--- config.mk ---
export PLATFORM = sky130hd
export DESIGN_NAME = ssp_port
export DESIGN_NICKNAME = d
export VERILOG_FILES = /design/src/inc/ssp_pkg.sv /design/src/core/ssp_port.sv /design/src/core/ssp_fifo.sv /design/src/core/ssp_rate.sv
export SDC_FILE = /design/constraint.sdc
export NUM_CORES = 1
export LEC_CHECK = 0
export BUFFER_PORTS_ARGS = -buffer_cell sky130_fd_sc_hd__buf_4
export CORE_ASPECT_RATIO = 0.8
export CORE_MARGIN = 3
export CORE_UTILIZATION = 52
export CTS_BUF_LIST = sky130_fd_sc_hd__clkbuf_8
export DETAILED_ROUTE_END_ITERATION = 10
export GPL_TIMING_DRIVEN = 0
export PLACE_DENSITY = 0.69
export RECOVER_POWER = 100
export SETUP_SLACK_MARGIN = 0.5
export SLEW_MARGIN = 20
export SYNTH_ARGS = -nofsm -noshare
export SYNTH_HDL_FRONTEND = slang
export SYNTH_SLANG_ARGS = --single-unit
--- constraint.sdc ---
create_clock -name clk -period 4.6 [get_ports clk]
set_input_delay 0.46 -clock clk [delete_from_list [all_inputs] [get_ports clk]]
set_output_delay 0.46 -clock clk [all_outputs]
set_load 0.02 [all_outputs]
--- src/inc/ssp_pkg.sv ---
// Shared constants for the synchronous serial port: register map, fields, resets, formats.
package ssp_pkg;

  // ==========================================================================
  // Widths
  localparam int DATA_W    = 16;
  localparam int ADDR_W    = 8;
  localparam int CNT_W     = 5;
  localparam int FIFO_DPTH = 8;
  localparam int SYNC_LEN  = 3;

  // ==========================================================================
  // Register offsets (byte addresses)
  localparam logic [ADDR_W-1:0] OFF_CTRL0    = 8'h00;
  localparam logic [ADDR_W-1:0] OFF_CTRL1    = 8'h04;
  localparam logic [ADDR_W-1:0] OFF_DATA     = 8'h08;
  localparam logic [ADDR_W-1:0] OFF_STATUS   = 8'h0C;
  localparam logic [ADDR_W-1:0] OFF_PRESCALE = 8'h10;

  // ==========================================================================
  // Field positions
  localparam int C0_WID_LSB = 0;   // frame width minus one, 4 bits
  localparam int C0_WID_MSB = 3;
  localparam int C0_FMT_LSB = 4;   // frame format, 2 bits
  localparam int C0_FMT_MSB = 5;
  localparam int C0_CPOL    = 6;   // idle clock level
  localparam int C0_CPHA    = 7;   // sample on second edge
  localparam int C0_SCR_LSB = 8;   // bit-rate divider, 8 bits
  localparam int C0_SCR_MSB = 15;
  localparam int C1_EN      = 0;   // port enable
  localparam int C1_SLAVE   = 1;   // slave mode
  localparam int C1_SOD     = 2;   // slave output disable
  localparam int ST_TXE     = 0;
  localparam int ST_TNF     = 1;
  localparam int ST_RNE     = 2;
  localparam int ST_RFF     = 3;
  localparam int ST_BSY     = 4;
  localparam int ST_ROR     = 5;

  // ==========================================================================
  // Reset values
  localparam logic [DATA_W-1:0] CTRL0_RST    = 16'h0007;
  localparam logic [2:0]        CTRL1_RST    = 3'h0;
  localparam logic [7:0]        PRESCALE_RST = 8'h02;

  // ==========================================================================
  // Frame formats
  localparam logic [1:0] FMT_SPI = 2'h0;
  localparam logic [1:0] FMT_SSF = 2'h1;
  localparam logic [1:0] FMT_MW  = 2'h2;

  // ==========================================================================
  // Frame sizes
  localparam logic [CNT_W-1:0] MIN_WID_M1 = 5'h03;
  localparam logic [CNT_W-1:0] MW_CMD     = 5'h08;

endpackage

--- src/core/ssp_port.sv ---
// Synchronous serial port top: registers, buffers, master and slave frame engine.
// ==========================================================================
`timescale 1ns/1ps
module ssp_port #(
  parameter int FIFO_DEPTH = ssp_pkg::FIFO_DPTH
) (
  // Clock and reset
  input  wire logic                       clk,
  input  wire logic                       rst,
  // Register port
  input  wire logic [ssp_pkg::ADDR_W-1:0] addr,
  input  wire logic [ssp_pkg::DATA_W-1:0] writeData,
  input  wire logic                       writeStrobe,
  input  wire logic                       readStrobe,
  output logic      [ssp_pkg::DATA_W-1:0] readData,
  // Serial clock pin
  input  wire logic                       sclkIn,
  output logic                            sclkOut,
  output logic                            sclkOe,
  // Frame pin
  input  wire logic                       frameIn,
  output logic                            frameOut,
  output logic                            frameOe,
  // Serial data pins
  input  wire logic                       rxdIn,
  output logic                            txdOut,
  output logic                            txdOe
);
  localparam int DW = ssp_pkg::DATA_W;
  localparam int CW = ssp_pkg::CNT_W;

  typedef enum logic [1:0] {ST_IDLE, ST_PULSE, ST_SHIFT, ST_END} ssp_state_e;

  // ==========================================================================
  // Registers
  logic [DW-1:0] ctrl0;
  logic [2:0]    ctrl1;
  logic [7:0]    prescale;
  logic          overrun;

  wire [CW-1:0] widM1     = {1'b0, ctrl0[ssp_pkg::C0_WID_MSB:ssp_pkg::C0_WID_LSB]};
  wire [CW-1:0] width     = (widM1 < ssp_pkg::MIN_WID_M1) ? ssp_pkg::MIN_WID_M1 + 5'h01
                                                          : widM1 + 5'h01;
  wire [1:0]    fmt       = ctrl0[ssp_pkg::C0_FMT_MSB:ssp_pkg::C0_FMT_LSB];
  wire          cpol      = (fmt == ssp_pkg::FMT_SPI) && ctrl0[ssp_pkg::C0_CPOL];
  wire          cpha      = (fmt == ssp_pkg::FMT_SPI) && ctrl0[ssp_pkg::C0_CPHA];
  wire [7:0]    scr       = ctrl0[ssp_pkg::C0_SCR_MSB:ssp_pkg::C0_SCR_LSB];
  wire          enable    = ctrl1[ssp_pkg::C1_EN];
  wire          slave     = ctrl1[ssp_pkg::C1_SLAVE];
  wire          sod       = ctrl1[ssp_pkg::C1_SOD];
  wire          isMw      = (fmt == ssp_pkg::FMT_MW);
  wire          levelA    = cpol ^ cpha;  // clock level in the drive half of a bit
  wire          master    = enable && !slave;

  // Address decode
  wire selCtrl0 = (addr == ssp_pkg::OFF_CTRL0);
  wire selCtrl1 = (addr == ssp_pkg::OFF_CTRL1);
  wire selData  = (addr == ssp_pkg::OFF_DATA);
  wire selStat  = (addr == ssp_pkg::OFF_STATUS);
  wire selPre   = (addr == ssp_pkg::OFF_PRESCALE);

  // ==========================================================================
  // Buffers
  logic          txValid;
  logic [DW-1:0] txWord;
  logic          txPop;
  logic          txReady;
  logic          rxValid;
  logic [DW-1:0] rxWord;
  logic          rxReady;
  logic          rxPush;
  logic [DW-1:0] rxPushData;

  wire txWrite = writeStrobe && selData;
  wire rxRead  = readStrobe && selData;

  // Writes to a full transmit buffer are dropped
  ssp_fifo #(.WIDTH(DW), .DEPTH(FIFO_DEPTH)) txFifo (
    .clk      (clk),
    .rst      (rst),
    .inValid  (txWrite),
    .inData   (writeData),
    .inReady  (txReady),
    .outValid (txValid),
    .outData  (txWord),
    .outReady (txPop)
  );

  ssp_fifo #(.WIDTH(DW), .DEPTH(FIFO_DEPTH)) rxFifo (
    .clk      (clk),
    .rst      (rst),
    .inValid  (rxPush),
    .inData   (rxPushData),
    .inReady  (rxReady),
    .outValid (rxValid),
    .outData  (rxWord),
    .outReady (rxRead)
  );

  // ==========================================================================
  // Rate generator
  logic tick;

  ssp_rate rate (
    .clk      (clk),
    .rst      (rst),
    .run      (master),
    .prescale (prescale),
    .scr      (scr),
    .tick     (tick)
  );

  // ==========================================================================
  // Pin synchronisers: three stages, a change counts when stages two and three agree
  logic [ssp_pkg::SYNC_LEN-1:0] syncS;
  logic [ssp_pkg::SYNC_LEN-1:0] syncF;
  logic [ssp_pkg::SYNC_LEN-1:0] syncR;
  logic                         sclkLvl;
  logic                         frameLvl;
  logic                         rxdLvl;

  always_ff @(posedge clk or posedge rst) begin
    if (rst) begin
      syncS <= '0;
      syncF <= '1;
      syncR <= '0;
    end else begin
      syncS <= {syncS[1:0], sclkIn};
      syncF <= {syncF[1:0], frameIn};
      syncR <= {syncR[1:0], rxdIn};
    end
  end

  wire sclkOk   = (syncS[1] == syncS[2]);
  wire frameOk  = (syncF[1] == syncF[2]);
  wire sclkChg  = sclkOk && (syncS[2] != sclkLvl);
  wire frameFall = frameOk && !syncF[2] && frameLvl;
  wire frameRise = frameOk && syncF[2] && !frameLvl;
  wire sEdgeSmp = sclkChg && (syncS[2] != levelA);
  wire sEdgeDrv = sclkChg && (syncS[2] == levelA);

  // Filtered levels
  always_ff @(posedge clk or posedge rst) begin
    if (rst) begin
      sclkLvl  <= 1'b0;
      frameLvl <= 1'b1;
      rxdLvl   <= 1'b0;
    end else begin
      if (sclkOk) sclkLvl <= syncS[2];
      if (frameOk) frameLvl <= syncF[2];
      if (syncR[1] == syncR[2]) rxdLvl <= syncR[2];
    end
  end

  // ==========================================================================
  // Frame engine
  ssp_state_e    state;
  logic          halfB;
  logic          sActive;
  logic          sampled;
  logic [CW-1:0] bitCnt;
  logic [DW-1:0] shTx;
  logic [DW-1:0] shRx;

  // Command-reply format sends an 8-bit command, then receives a full reply word
  wire [CW-1:0] totalBits = isMw ? ssp_pkg::MW_CMD + width : width;
  wire          rxBitOn   = !isMw || (bitCnt >= ssp_pkg::MW_CMD);
  wire [DW-1:0] wordMask  = DW'((17'h00001 << width) - 17'h00001);
  wire [DW-1:0] txAlign   = isMw ? (txWord << ssp_pkg::MW_CMD) : (txWord << (5'h10 - width));
  wire [DW-1:0] shRxNext  = {shRx[DW-2:0], rxdLvl};
  wire          frameIdle = (fmt != ssp_pkg::FMT_SSF);  // high idle except SSF
  // Master holds off a new frame while the receive buffer is full
  wire          mStart    = master && tick && txValid && rxReady;

  assign txPop = (state == ST_IDLE && mStart) || (slave && enable && frameFall && txValid);

  // Master sequencing on half-bit ticks, slave sequencing on synchronised edges
  always_ff @(posedge clk or posedge rst) begin
    if (rst) begin
      state      <= ST_IDLE;
      halfB      <= 1'b0;
      sActive    <= 1'b0;
      sampled    <= 1'b0;
      bitCnt     <= '0;
      shTx       <= '0;
      shRx       <= '0;
      rxPush     <= 1'b0;
      rxPushData <= '0;
      overrun    <= 1'b0;
      sclkOut    <= 1'b0;
      frameOut   <= 1'b1;
    end else begin
      rxPush <= 1'b0;
      if (writeStrobe && selStat && writeData[ssp_pkg::ST_ROR]) overrun <= 1'b0;
      if (!enable) begin
        state    <= ST_IDLE;
        sActive  <= 1'b0;
        sclkOut  <= cpol;
        frameOut <= frameIdle;
      end else if (!slave) begin
        sActive <= 1'b0;
        case (state)
          ST_IDLE: begin
            sclkOut  <= cpol;
            frameOut <= frameIdle;
            if (mStart) begin
              shTx   <= txAlign;
              bitCnt <= '0;
              halfB  <= 1'b0;
              state  <= (fmt == ssp_pkg::FMT_SSF) ? ST_PULSE : ST_SHIFT;
              // SSF raises the frame pin for one bit before the data
              frameOut <= (fmt == ssp_pkg::FMT_SSF);
              if (fmt != ssp_pkg::FMT_SSF) sclkOut <= levelA;
            end
          end
          ST_PULSE: if (tick) begin
            halfB <= !halfB;
            if (halfB) begin
              frameOut <= 1'b0;
              sclkOut  <= levelA;
              state    <= ST_SHIFT;
            end
          end
          ST_SHIFT: if (tick) begin
            halfB <= !halfB;
            if (!halfB) begin
              sclkOut <= !levelA;
              if (rxBitOn) shRx <= shRxNext;
            end else if (bitCnt == totalBits - 5'h01) begin
              state <= ST_END;
            end else begin
              sclkOut <= levelA;
              bitCnt  <= bitCnt + 5'h01;
              shTx    <= {shTx[DW-2:0], 1'b0};
            end
          end
          ST_END: if (tick) begin
            rxPush     <= 1'b1;
            rxPushData <= shRx & wordMask;
            sclkOut    <= cpol;
            frameOut   <= frameIdle;
            state      <= ST_IDLE;
          end
          default: state <= ST_IDLE;
        endcase
      end else begin
        state <= ST_IDLE;
        // Slave: frame starts on the falling frame pin in every format
        if (frameFall) begin
          sActive <= 1'b1;
          sampled <= 1'b0;
          bitCnt  <= '0;
          shTx    <= txValid ? (txWord << (5'h10 - width)) : '0;
        end else if (sActive) begin
          if (frameRise && fmt == ssp_pkg::FMT_SPI) begin
            sActive <= 1'b0;
          end else if (sEdgeSmp) begin
            sampled <= 1'b1;
            shRx    <= shRxNext;
            if (bitCnt == width - 5'h01) begin
              sActive    <= 1'b0;
              rxPush     <= rxReady;
              rxPushData <= shRxNext & wordMask;
              if (!rxReady) overrun <= 1'b1;
            end
            bitCnt <= bitCnt + 5'h01;
          end else if (sEdgeDrv && sampled) begin
            shTx    <= {shTx[DW-2:0], 1'b0};
            sampled <= 1'b0;
          end
        end
      end
    end
  end

  // ==========================================================================
  // Pin drivers
  always_ff @(posedge clk or posedge rst) begin
    if (rst) begin
      sclkOe <= 1'b0;
      frameOe <= 1'b0;
      txdOut <= 1'b0;
      txdOe  <= 1'b0;
    end else begin
      sclkOe  <= master;
      frameOe <= master;
      txdOut  <= shTx[DW-1];
      // Command-reply master releases data only while reply bits shift in
      txdOe   <= master ? !(isMw && bitCnt >= ssp_pkg::MW_CMD && state == ST_SHIFT)
                        : (slave && enable && sActive && !sod);
    end
  end

  // ==========================================================================
  // Register writes
  always_ff @(posedge clk or posedge rst) begin
    if (rst) begin
      ctrl0    <= ssp_pkg::CTRL0_RST;
      ctrl1    <= ssp_pkg::CTRL1_RST;
      prescale <= ssp_pkg::PRESCALE_RST;
    end else if (writeStrobe) begin
      if (selCtrl0) ctrl0 <= writeData;
      if (selCtrl1) ctrl1 <= writeData[2:0];
      if (selPre) prescale <= writeData[7:0];
    end
  end

  // Status word gathered from live buffer and engine state
  wire busy = (state != ST_IDLE) || sActive || txValid;
  wire [DW-1:0] statusWord = {10'h000, overrun, busy, !rxReady, rxValid, txReady,
                              !txValid};

  wire [DW-1:0] readMux = selCtrl0 ? ctrl0 :
                          selCtrl1 ? {13'h0000, ctrl1} :
                          selData  ? (rxValid ? rxWord : 16'h0000) :
                          selStat  ? statusWord :
                          selPre   ? {8'h00, prescale} : 16'h0000;

  // Read data stands only in the cycle after the strobe
  always_ff @(posedge clk or posedge rst) begin
    if (rst) begin
      readData <= '0;
    end else begin
      readData <= readStrobe ? readMux : '0;
    end
  end
endmodule // ssp_port

--- src/core/ssp_fifo.sv ---
// Synchronous FIFO with valid/ready on both sides.
`timescale 1ns/1ps
module ssp_fifo #(
  parameter int WIDTH = 16,
  parameter int DEPTH = 8
) (
  // Clock and reset
  input  wire logic             clk,
  input  wire logic             rst,
  // Fill side
  input  wire logic             inValid,
  input  wire logic [WIDTH-1:0] inData,
  output logic                  inReady,
  // Drain side
  output logic                  outValid,
  output logic [WIDTH-1:0]      outData,
  input  wire logic             outReady
);
  localparam int PW = $clog2(DEPTH);
  localparam int CW = $clog2(DEPTH + 1);

  logic [WIDTH-1:0] mem [DEPTH];
  logic [PW-1:0]    wrPtr;
  logic [PW-1:0]    rdPtr;
  logic [CW-1:0]    count;
  wire              doPush = inValid && inReady;
  wire              doPop  = outValid && outReady;

  // Full and empty straight from the occupancy count
  assign inReady  = (count != CW'(DEPTH));
  assign outValid = (count != '0);
  assign outData  = mem[rdPtr];

  // Storage array carries no reset; only pointers and count need it
  always_ff @(posedge clk) begin
    if (doPush) begin
      mem[wrPtr] <= inData;
    end
  end

  // Pointers wrap at DEPTH, which need not be a power of two
  always_ff @(posedge clk or posedge rst) begin
    if (rst) begin
      wrPtr <= '0;
      rdPtr <= '0;
      count <= '0;
    end else begin
      if (doPush) begin
        wrPtr <= (wrPtr == PW'(DEPTH - 1)) ? '0 : wrPtr + 1'b1;
      end
      if (doPop) begin
        rdPtr <= (rdPtr == PW'(DEPTH - 1)) ? '0 : rdPtr + 1'b1;
      end
      count <= count + CW'(doPush) - CW'(doPop);
    end
  end
endmodule // ssp_fifo

--- src/core/ssp_rate.sv ---
// Serial clock rate generator: prescaler then bit-rate divider, half-bit tick out.
`timescale 1ns/1ps
module ssp_rate (
  // Clock and reset
  input  wire logic       clk,
  input  wire logic       rst,
  // Settings
  input  wire logic       run,
  input  wire logic [7:0] prescale,
  input  wire logic [7:0] scr,
  // Half-bit enable pulse
  output logic            tick
);
  logic [7:0] preCnt;
  logic [7:0] divCnt;
  wire        preLast = (preCnt + 8'h01 >= prescale);  // zero acts as one
  wire        divLast = (divCnt >= scr);  // a lowered divider never wraps round

  // Tick every prescale*(scr+1) cycles; held clear while stopped
  always_ff @(posedge clk or posedge rst) begin
    if (rst) begin
      preCnt <= 8'h00;
      divCnt <= 8'h00;
      tick   <= 1'b0;
    end else if (!run) begin
      preCnt <= 8'h00;
      divCnt <= 8'h00;
      tick   <= 1'b0;
    end else begin
      tick   <= preLast && divLast;
      preCnt <= preLast ? 8'h00 : preCnt + 8'h01;
      if (preLast) begin
        divCnt <= divLast ? 8'h00 : divCnt + 8'h01;
      end
    end
  end
endmodule // ssp_rate

## Word-level counts from Yosys, hierarchy flattened

Memories as Yosys holds them, arrays and structs flattened.
Index checks and enable logic that the tools add are counted.

- Multiply operators: 0
- Divide/modulo/power cells: 0
- Reductions and logical operators: 73
- Bitwise operators: 4
- Add/subtract/negate cells: 17
- Eq/ne operators: 57
- Shifts and indexed selects: 2
- Muxes and demuxes: 126
- $lt $le $gt $ge: 4

Operators by type and width:

| operator | number |
|---|---|
| $mux 16 | 34 |
| $mux 8 | 7 |
| $mux 5 | 11 |
| $mux 1 | 54 |
| $and 16x16->16 | 2 |
| $logic_and 1x1->1 | 32 |
| $pmux 16 s2 | 1 |
| $ne 4x4->1 const B | 7 |
| $mux 2 | 10 |
| $ne 3x3->1 const B | 6 |
| $reduce_and 9->1 | 2 |
| $add 8x1->8 const B | 2 |
| $eq 8x4->1 const B | 2 |
| $ge 8x8->1 | 2 |
| $shl 1x5->16 const A | 1 |
| $shl 16x5->16 | 1 |
| $sub 16x1->16 const B | 1 |
| $reduce_and 5->1 | 3 |
| $reduce_bool 2->1 | 7 |
| $add 3x1->3 const B | 4 |
| $eq 3x3->1 const B | 4 |
| $mux 3 | 4 |
| $ne 2x1->1 const B | 6 |
| $ne 2x2->1 const B | 6 |
| other kinds (39) | 74 |

- Bits in latches: 0
- Memories: 2
- Flip-flop bits (word level): 157
- Logic and storage cells: 319
- Bits of input ports: 31
- Bits in read-only memories: 0
- Bits in writable memories: 256

Memories:

| memory | words | bits a word | read ports | clocked after memory_dff | wr ports | line | source |
|---|---|---|---|---|---|---|---|
| rxFifo.mem | 8 | 16 | 1 | 0 | 1 | ssp_fifo.sv:22 | `logic [WIDTH-1:0] mem [DEPTH];` |
| txFifo.mem | 8 | 16 | 1 | 0 | 1 | ssp_fifo.sv:22 |  |

## Depth between registers and ports, before layout

Gate-level depths: netlist of run 1.

- Depth in word-level cells: 12
- Depth in mapped cells: 16
- Depth with buffers taken out: 13

## Cells and area by module

Synthesis of run 1 repeated with hierarchy kept, for this count alone.

- Cells, all modules: 1,377
- Area, all modules: 19,985.4 µm²

Modules (own cells, without submodules):

| module | cells each | times used | area each (µm²) | seq. area each (µm²) |
|---|---|---|---|---|
| ssp_port | 746 | 1 | 7,543.5 | 3,014.1 |
| ssp_fifo (rxFifo) | 244 | 1 | 5,560.3 | 4,093.9 |
| ssp_fifo (txFifo) | 243 | 1 | 5,552.8 | 4,093.9 |
| ssp_rate | 144 | 1 | 1,328.8 | 425.4 |

## Worst setup path before layout of run 1

OpenSTA, ideal clock, no wires.

- Path kind: input port to flip-flop
- Start point: input port addr[0] (netlist name)
- End point: memory txFifo.mem[4][0] (enable)
- Library setup time: 0.436 ns
- Data arrival time: 3.670 ns
- Buffers on the path: 1
- Stages on the path: 6
- Required time: 4.164 ns
- Slack: 0.494 ns
- Cell sequence: or4_1 -> nor3_1 -> and3_1 -> clkbuf_1 -> nand3_1 -> nor4b_1

- Longest elaborated chain between the ends: 5

RTL lines:

| item | line | source |
|---|---|---|
| start, declared | ssp_port.sv:11 | `input wire logic [ssp_pkg::ADDR_W-1:0] addr,` |
| $eq 8x4->1 | ssp_port.sv:58 | `wire selData = (addr == ssp_pkg::OFF_DATA);` |
| $logic_and 1x1->1 | ssp_port.sv:74 | `wire txWrite = writeStrobe && selData;` |
| $logic_and 1x1->1 | ssp_fifo.sv:26 | `wire doPush = inValid && inReady;` |
| $mux 1 | ssp_fifo.sv:36 | `if (doPush) begin` |
| $mux 1 (not written as such) | ssp_fifo.sv:37 | `mem[wrPtr] <= inData;` |
| end, declared | ssp_fifo.sv:22 |  |

Every way passes these cells.

## Worst setup path after layout of run 1

- Start point: register ctrl0[2]
- End point: register shTx[8]

- Longest elaborated chain between the ends: 8
- Elaborated cells between the ends (all ways): 17
- Classes of those cells: add/sub: 4; order compare: 1; eq/ne: 2; shift: 1; mux: 8; reduce/logical: 1

RTL lines:

| item | line | source |
|---|---|---|
| start, declared | ssp_port.sv:36 | `logic [DW-1:0] ctrl0;` |
| start signal, assigned | ssp_port.sv:298 | `ctrl0 <= ssp_pkg::CTRL0_RST;` |
| start signal, assigned | ssp_port.sv:302 | `if (selCtrl0) ctrl0 <= writeData;` |
| $add 4x1->5 or $lt 4x2->1 (tied branches) | ssp_port.sv:43, ssp_port.sv:42 |  |
| $mux 5 * | ssp_port.sv:42 | `wire [CW-1:0] width = (widM1 < ssp_pkg::MIN_WID_M1) ? ssp_pkg::MIN_WID_M1 + 5'h01` |
| $add 4x5->5 or $sub 5x5->5 (tied branches) | ssp_port.sv:166, ssp_port.sv:169, ssp_port.sv:253 |  |
| $mux 5 or $shl 16x5->16 (tied branches) | ssp_port.sv:166, ssp_port.sv:169, ssp_port.sv:253 |  |
| $sub 5x1->5 or $mux 16 (tied branches) | ssp_port.sv:229, ssp_port.sv:169 |  |
| $eq 5x5->1 or $mux 16 (tied branches) | ssp_port.sv:229, ssp_port.sv:206 |  |
| $ne 3x3->1 (no source line) or $pmux 16 s2 (tied branches) | -- |  |
| $reduce_and 10->1 (no source line) or $mux 16 (tied branches) | -- |  |
| end signal, assigned | ssp_port.sv:234 | `shTx <= {shTx[DW-2:0], 1'b0};` |
| end signal, assigned | ssp_port.sv:253 | `shTx <= txValid ? (txWord << (5'h10 - width)) : '0;` |
| end signal, assigned | ssp_port.sv:268 | `shTx <= {shTx[DW-2:0], 1'b0};` |
| end, declared | ssp_port.sv:162 | `logic [DW-1:0] shTx;` |

Every way passes the cells marked *; elsewhere a longest branch is shown, timed or not. The select of a mux whose other input is x is not followed.
A chain may end at the register's enable or synchronous reset.

==> results of run 1 <==
-- cells by family after synthesis --
logic type | Yosys count
adder cells (fa/ha/maj) | 58
AO/OA/AOI/OAI | 239
flip-flops | 413
buffers and inverters | 127
multiplexers | 190
XOR/XNOR | 24
AND/OR/NAND/NOR | 352
-- registers in the layout, summed over array words and instances (netlist names), 8 cells and up --
register	count
rate.preCnt	8
rxPushData	16
rxFifo.mem	128
shTx	16
readData	16
prescale	8
rate.divCnt	8
shRx	16
ctrl0	16
txFifo.mem	128
-- per-layer routing --
layer | routed length [um] | vias to the layer above
met2 | 20300 | 510
met5 | 13 | -
li1 | - | 5654
met3 | 4110 | 77
met4 | 963 | 2
met1 | 21500 | 6349
-- path summary, 6_finish.rpt --
kind                             from              end  cells after the start
hold / removal             readStrobe      readData[3]                      2
max in group asynchronous         rst  txFifo.count[3]                      5
hold reg to reg              syncR[0]         syncR[1]                      0
setup reg to reg             ctrl0[2]          shTx[8]                     14
setup / recovery             ctrl0[2]          shTx[8]                     14
min in group asynchronous         rst     readData[14]                      3
-- worst reg2reg max path: stages (launching register included) --
cell,delay (ns)
dfstp_1,0.66
buf_2,0.34
nor3_1,0.14
nor2_1,0.32
inv_2,0.15
buf_4,0.24
ha_2,0.26
a31oi_1,0.21
a22oi_1,0.19
and2_1,0.21
clkbuf_2,0.19
and3_1,0.25
a221o_1,0.32
a211o_1,0.30
mux2_2,0.27
-- synthesized netlist by cell type, drive strengths merged (5+ instances only) --
master  number  area share, %
nand2b      22           0.72
nand4        7           0.23
nand3b       9           0.35
mux2        70            4.1
nand2      112            2.2
nor3        26           0.70
dfstp        9            1.2
and2        18           0.59
a211o        5           0.23
nor4b        8           0.47
a211oi      14           0.57
xor2        12           0.55
o22ai        8           0.26
nor2        66            1.3
and3        20           0.65
mux4        66            7.7
a31oi        8           0.26
dfrtp      148             19
o211ai       7           0.27
a21oi       49            1.3
mux2i       54            2.8
ha          54            3.5
a221o        5           0.26
nand3       27           0.70
a22oi       11           0.43
o31ai       13           0.51
o21ai       72            1.9
nor2b       14           0.46
buf         27           0.70
inv         55            1.1
a21o        11           0.43
a32oi        5           0.23
edfxtp     256             40
clkbuf      44           0.86
xnor2       11           0.50
-- where the power goes --
| part | internal, mW | leakage, nW | switching (mW) |
|---|---|---|---|
| registers | 3.97 | 4.41 | 0.0331 |
| logic | 0.219 | 2.96 | 0.381 |
| clock network | 1.62 | 0.748 | 1.46 |
| total | 5.81 | 8.12 | 1.87 |
-- through the flow --
| step | std cells | hold slack, ns |
|---|---|---|
| 6_report | 2098 | 0.187 |
| 2_1_floorplan | 1403 | 0.331 |
| 3_5_place_dp | 1969 | 0.340 |
| 4_1_cts | 2097 | 0.0664 |
| 3_3_place_gp | 1934 | 0.333 |
| 5_1_grt | 2098 | 0.170 |
-- layout by cell type (no fill, tap or decap), types with 12 or more instances in the layout --
| cell | synthesis | final |
|---|---|---|
| a21oi_1 | 49 | 49 |
| mux4_2 | 66 | 66 |
| a211oi_1 | 13 | 13 |
| o31ai_1 | 13 | 13 |
| mux2i_1 | 54 | 54 |
| nor2_1 | 66 | 66 |
| clkbuf_1 | 44 | 110 |
| nand3_1 | 27 | 27 |
| clkinv_1 | 1 | 13 |
| mux2_2 | 59 | 58 |
| and3_1 | 20 | 20 |
| mux2_1 | 11 | 12 |
| nor2b_1 | 14 | 14 |
| clkbuf_8 | 0 | 75 |
| ha_1 | 54 | 51 |
| nor3_1 | 25 | 26 |
| nand2b_1 | 22 | 22 |
| edfxtp_1 | 256 | 256 |
| nand2_1 | 111 | 111 |
| buf_4 | 4 | 18 |
| dfrtp_1 | 148 | 148 |
| o21ai_0 | 48 | 60 |
| inv_1 | 52 | 73 |
-- layout make-up --
| type | count | area share (%) |
|---|---|---|
| diodes | 1 | 0.0115 |
| inverters | 56 | 0.975 |
| multi-input cells | 863 | 33.0 |
| clock inverters | 49 | 1.24 |
| well taps | 480 | 2.77 |
| flip-flops and latches | 413 | 53.6 |
| repair buffers | 90 | 2.13 |
| plain buffers | 71 | 1.51 |
| clock buffers | 75 | 4.76 |
-- repair_timing --
action,4_1_cts,5_1_grt
hold buffers,4,0
pin swaps,0,3
endpoints found under the hold margin,14,0
setup endpoints to repair,42,35
resized for setup,11,17
==> flow_summary.yaml, run 1 <==
layout:
  drive_gt1_share_pct: 17.7
  nets: 1649
  area_growth_pct: 12.7
  fill_cells: 2868
  multi_input_area_mm2: 0.00716
  seqCellArea_mm2: 0.0116
  design_area_mm2: 0.0217
  fin_util_pct: 59.9
clock_tree:
  clk_pin_slew_ns: 0.06
  clock-sinks: 413
  h-tree-depth: 3
  clk_latency_ns: 0.62
  cts-buffers-inserted: 67
  cts_buffer_depth: 3
  root_buffer: "clkbuf_8"
  cts_tree: "yes"
  postCtsSetupBuffers: 0
synthesis:
  yosysSeqAreaShare_pct: 60.4
  ys_ff_latch: 413
  synthSimpleGateAreaFrac_pct: 9.28
  syn_area_per_cell_um2: 13.7
  synthAdderAreaFrac_pct: 3.82
  async_reset_ff_share_pct: 38.0
  synth.net_count: 1490
  synth-edff-count: 256
  syn_inst: 1403
  synth_xor_area_share_pct: 1.16
  synth_compound_area_share_pct: 8.04
  yosysWarnings: 0
  ys.flop_type: "edfxtp_1"
  syn_area_mm2: 0.0192
  synth_top_family_by_area: "multiplexers"
  synthMuxAreaShare_pct: 14.6
  synth.distinct_cells: 77
timing:
  period_share_pct: 90.3
  finalMaxSlewViolations: 92
  setup_viol: 0
  finalHoldViolCount: 0
  layout_setup_ws_ns: 0.445
  fin_skew_ns: 0.0290
  slew_headroom_pct: -30.7
  max_freq_mhz: 241
  tns_ns: 0
  timing.final.crit_period_ns: 4.15
  rsz0062_at_grt: "no"
  worst_pin_slew_ns: 1.96
drt:
  vias: 12600
  drc: 0
  drt_iter0_drc: 1228
  drt-vias-per-instance: 6.00
  wl_mm: 46.9
  drt.antenna.violating_nets: 0
  avgRoutedWirePerCell_um: 22.4
  dr.pass1.iters: 5
worst_setup_path:
  cpPeakStageDelay_ns: 0.66
  path_delay_family: "compound AO/OA/AOI/OAI gates"
  reg2reg_slack_ns: 0.45
  startpoint_type: "flip-flop"
  cp_cell_sequence: "buf_2, nor3_1, nor2_1, inv_2, buf_4, ha_2, a31oi_1, a22oi_1, and2_1, clkbuf_2, and3_1, a221o_1, a211o_1, mux2_2"
  arrival_ns: 4.64
  criticalPathCategory: "reg -> reg"
  crit_buf_inv: 4
  required_ns: 5.08
  cp-end-kind: "flip-flop"
  slowest_stage: "dfstp_1"
  path_max_fanout: 12
placed_design:
  place_area_mm2: 0.0206
  gp_congestion: 0.928
  place_ws_ns: -0.223
  dpl.hpwl_mm: 34.1
  port_buffers: 51
floorplan:
  ios: 53
  dieArea_mm2: 0.0394
  die_width_um: 221
  start_util_pct: 53.1
  fp.dieH_um: 178
  core_mm2: 0.0362
  core.rowCount: 62
power_and_ir_drop:
  vdd_ir_drop_max_mv: 0.208
  power.density_mw_per_mm2: 354
  total_power_mw: 7.69
  leakagePower_nw: 8.12
hold_path:
  hold_path_class: "in -> reg"
global_route:
  grt-busiest-layer: "met1"
  grt.total_usage_pct: 23.8
  grt_use_met1_pct: 36.5
  overflow: 0
  met3_usage_pct: 5.76
  grt_use_met2_pct: 34.4
  antenna_found_initial: 2
  grt_pass1_vias: 12200
  grt_first_pass_wirelength_mm: 71.9
  grt_max_degree: 34
flow_run:
  drv_cap: 3
outcome:
  status: "finished, violations left"
  violations: "max-capacitance violations, max-slew violations"
(Power assumes the default switching activity.)
==> run 2, diff against run 1 <==
--- a/config.mk
+++ b/config.mk
@@ -12,7 +12,7 @@
 export CTS_BUF_LIST = sky130_fd_sc_hd__clkbuf_8
 export DETAILED_ROUTE_END_ITERATION = 10
 export GPL_TIMING_DRIVEN = 0
-export PLACE_DENSITY = 0.69
+export PLACE_DENSITY = 0.66
 export RECOVER_POWER = 100
 export SETUP_SLACK_MARGIN = 0.5
 export SLEW_MARGIN = 20
==> constraint.sdc (replaced) <==
create_clock -name clk -period 4.2 [get_ports clk]
set_input_delay 0 -clock clk [delete_from_list [all_inputs] [get_ports clk]]
set_output_delay 0 -clock clk [all_outputs]
set_load 0.02 [all_outputs]
==> run 2 against run 1 <==
  * The run still ends with max-capacitance violations, max-slew violations left
  * Sequential share of layout area down 0.86 points
  * Sequential power up 9.5%
  * Non-clock buffer count up 27
  * Total power up 11%
  * Critical path type unchanged
  * Largest cell class unchanged
  * Largest power group unchanged
==> flow_summary.yaml, run 2 (same netlist as run 1, synthesis figures left out) <==
outcome:
  status: "finished, violations left"
  violations: "max-capacitance violations, max-slew violations"
clock_tree:
  cts_buffer_depth: 3
  clk_pin_slew_ns: 0.07
  cts_tree: "yes"
  h-tree-depth: 3
  cts-buffers-inserted: 68
  clk_latency_ns: 0.61
  clock-sinks: 413
  root_buffer: "clkbuf_8"
worst_setup_path:
  cp_cell_sequence: "nor2_1, nand2_1, mux2i_1, and3_1, a21oi_1, nor3_1, clkbuf_2, mux2_1"
  cp-end-kind: "flip-flop"
  slowest_stage: "nor3_1"
  criticalPathCategory: "reg -> reg"
  cpPeakStageDelay_ns: 1.06
  startpoint_type: "flip-flop"
  crit_buf_inv: 1
  required_ns: 4.67
  arrival_ns: 4.28
  path_delay_family: "simple AND/OR/NAND/NOR gates"
  path_max_fanout: 10
placed_design:
  dpl.hpwl_mm: 34.7
  port_buffers: 51
  gp_congestion: 0.946
  place_ws_ns: -0.407
  place_area_mm2: 0.0207
layout:
  n_antenna_cell: 0
  fill_cells: 2927
  multi_input_area_mm2: 0.00723
  final_common_cell: "edfxtp_1"
  seqCellArea_mm2: 0.0116
  area_growth_pct: 14.5
  nets: 1677
  drive_gt1_share_pct: 18.4
  design_area_mm2: 0.0220
  reg_top3: "rxFifo.mem (128), txFifo.mem (128)"
  mostFrequentLayoutCells: "edfxtp_1 (256), dfrtp_1 (148), nand2_1 (111)"
timing:
  period_share_pct: 90.8
  rsz0062_at_grt: "yes"
  max_freq_mhz: 262
  finalHoldViolCount: 0
  tns_ns: 0
  finalMaxSlewViolations: 61
  timing.final.crit_period_ns: 3.81
  fin_skew_ns: 0.0290
  worst_pin_slew_ns: 1.75
  layout_setup_ws_ns: 0.385
  slew_headroom_pct: -16.7
  setup_viol: 0
drt:
  wl_met2_mm: 19.9
  drt.antenna.violating_nets: 0
  wl_met1_mm: 23.0
  top_layer_used: "met4"
  drt-vias-per-instance: 5.95
  vias: 12600
  dr.pass1.iters: 7
  wl_mm: 47.7
  met3WireLength_mm: 3.89
  drc: 0
  avgRoutedWirePerCell_um: 22.5
  drt_iter0_drc: 1256
floorplan:
  dieArea_mm2: 0.0394
  fp.dieH_um: 178
  die_width_um: 221
  ios: 53
  start_util_pct: 53.1
  core_mm2: 0.0362
  core.rowCount: 62
global_route:
  grt_first_pass_wirelength_mm: 73.3
  grt.total_usage_pct: 24.4
  grt_max_degree: 35
  overflow: 0
  antenna_found_initial: 0
  grt_pass1_vias: 12200
power_and_ir_drop:
  total_power_mw: 8.56
  leakagePower_nw: 8.32
  vdd_ir_drop_max_mv: 0.220
  power.density_mw_per_mm2: 388
flow_run:
  drv_cap: 2
hold_path:
  hold_path_class: "in -> reg"
==> run 2: layer usage <==
layer  vias to the layer above  global-route usage (%)
li1                       5712                       -
met1                      6379                    38.3
met5                         -                       0
met2                       463                    34.1
met3                        72                    6.10
met4                         0                    6.22
==> run 2: worst reg2reg max path, cell delays in order, from the launching register on <==
cell and delay [ns]:
dfrtp_1 0.46, nor2_1 0.38, nand2_1 0.29, mux2i_1 0.34
and3_1 0.26, a21oi_1 0.10, nor3_1 1.06, clkbuf_2 0.43
mux2_1 0.35
==> run 2: final timing paths <==
kind / endpoint / slack (ns) / cells past startpoint / from
hold reg to reg: syncR[1] / 0.35 / 0 / syncR[0]
hold / removal: readData[0] / 0.06 / 5 / addr[6]
setup / recovery: shRx[9] / 0.39 / 8 / ctrl0[5]
min in group asynchronous: ctrl0[11] / 0.52 / 4 / rst
max in group asynchronous: shRx[15] / 1.06 / 6 / rst
setup reg to reg: shRx[9] / 0.39 / 8 / ctrl0[5]
==> run 2: where the power goes <==
part	switching [mW]	leakage [nW]	internal [mW]
combinational	0.429	3.09	0.261
clock	1.61	0.755	1.88
sequential	0.0332	4.47	4.35
==> run 2: stage by stage <==
stage	hold slack, ns	util, %	cells
floorplan	0.00448	-	1403
detailed placement	-0.00116	57.0	1970
global placement	0.109	55.9	1934
CTS	0.00739	61.8	2121
global route	0.0302	60.9	2122
finish	0.0584	60.9	2122
==> run 2: area by class of cell <==
| cell class | count | share of cell area [%] |
|---|---|---|
| Inverter | 56 | 0.959 |
| Buffer | 71 | 1.56 |
| Clock inverter | 48 | 1.42 |
| Clock buffer | 74 | 4.62 |
| Multi-Input combinational cell | 863 | 32.8 |
| Timing Repair Buffer | 117 | 3.18 |
| Tap cell | 480 | 2.72 |
| Sequential cell | 413 | 52.7 |
==> run 2: timing repair <==
item                                    CTS  global route
endpoints found under the hold margin   327             0
setup buffers                             2             1
endpoints found under the setup margin   43            33
gates cloned                              0             0
pin swaps                                 3             7
gates resized for setup                  32            18
hold buffers                             27             0
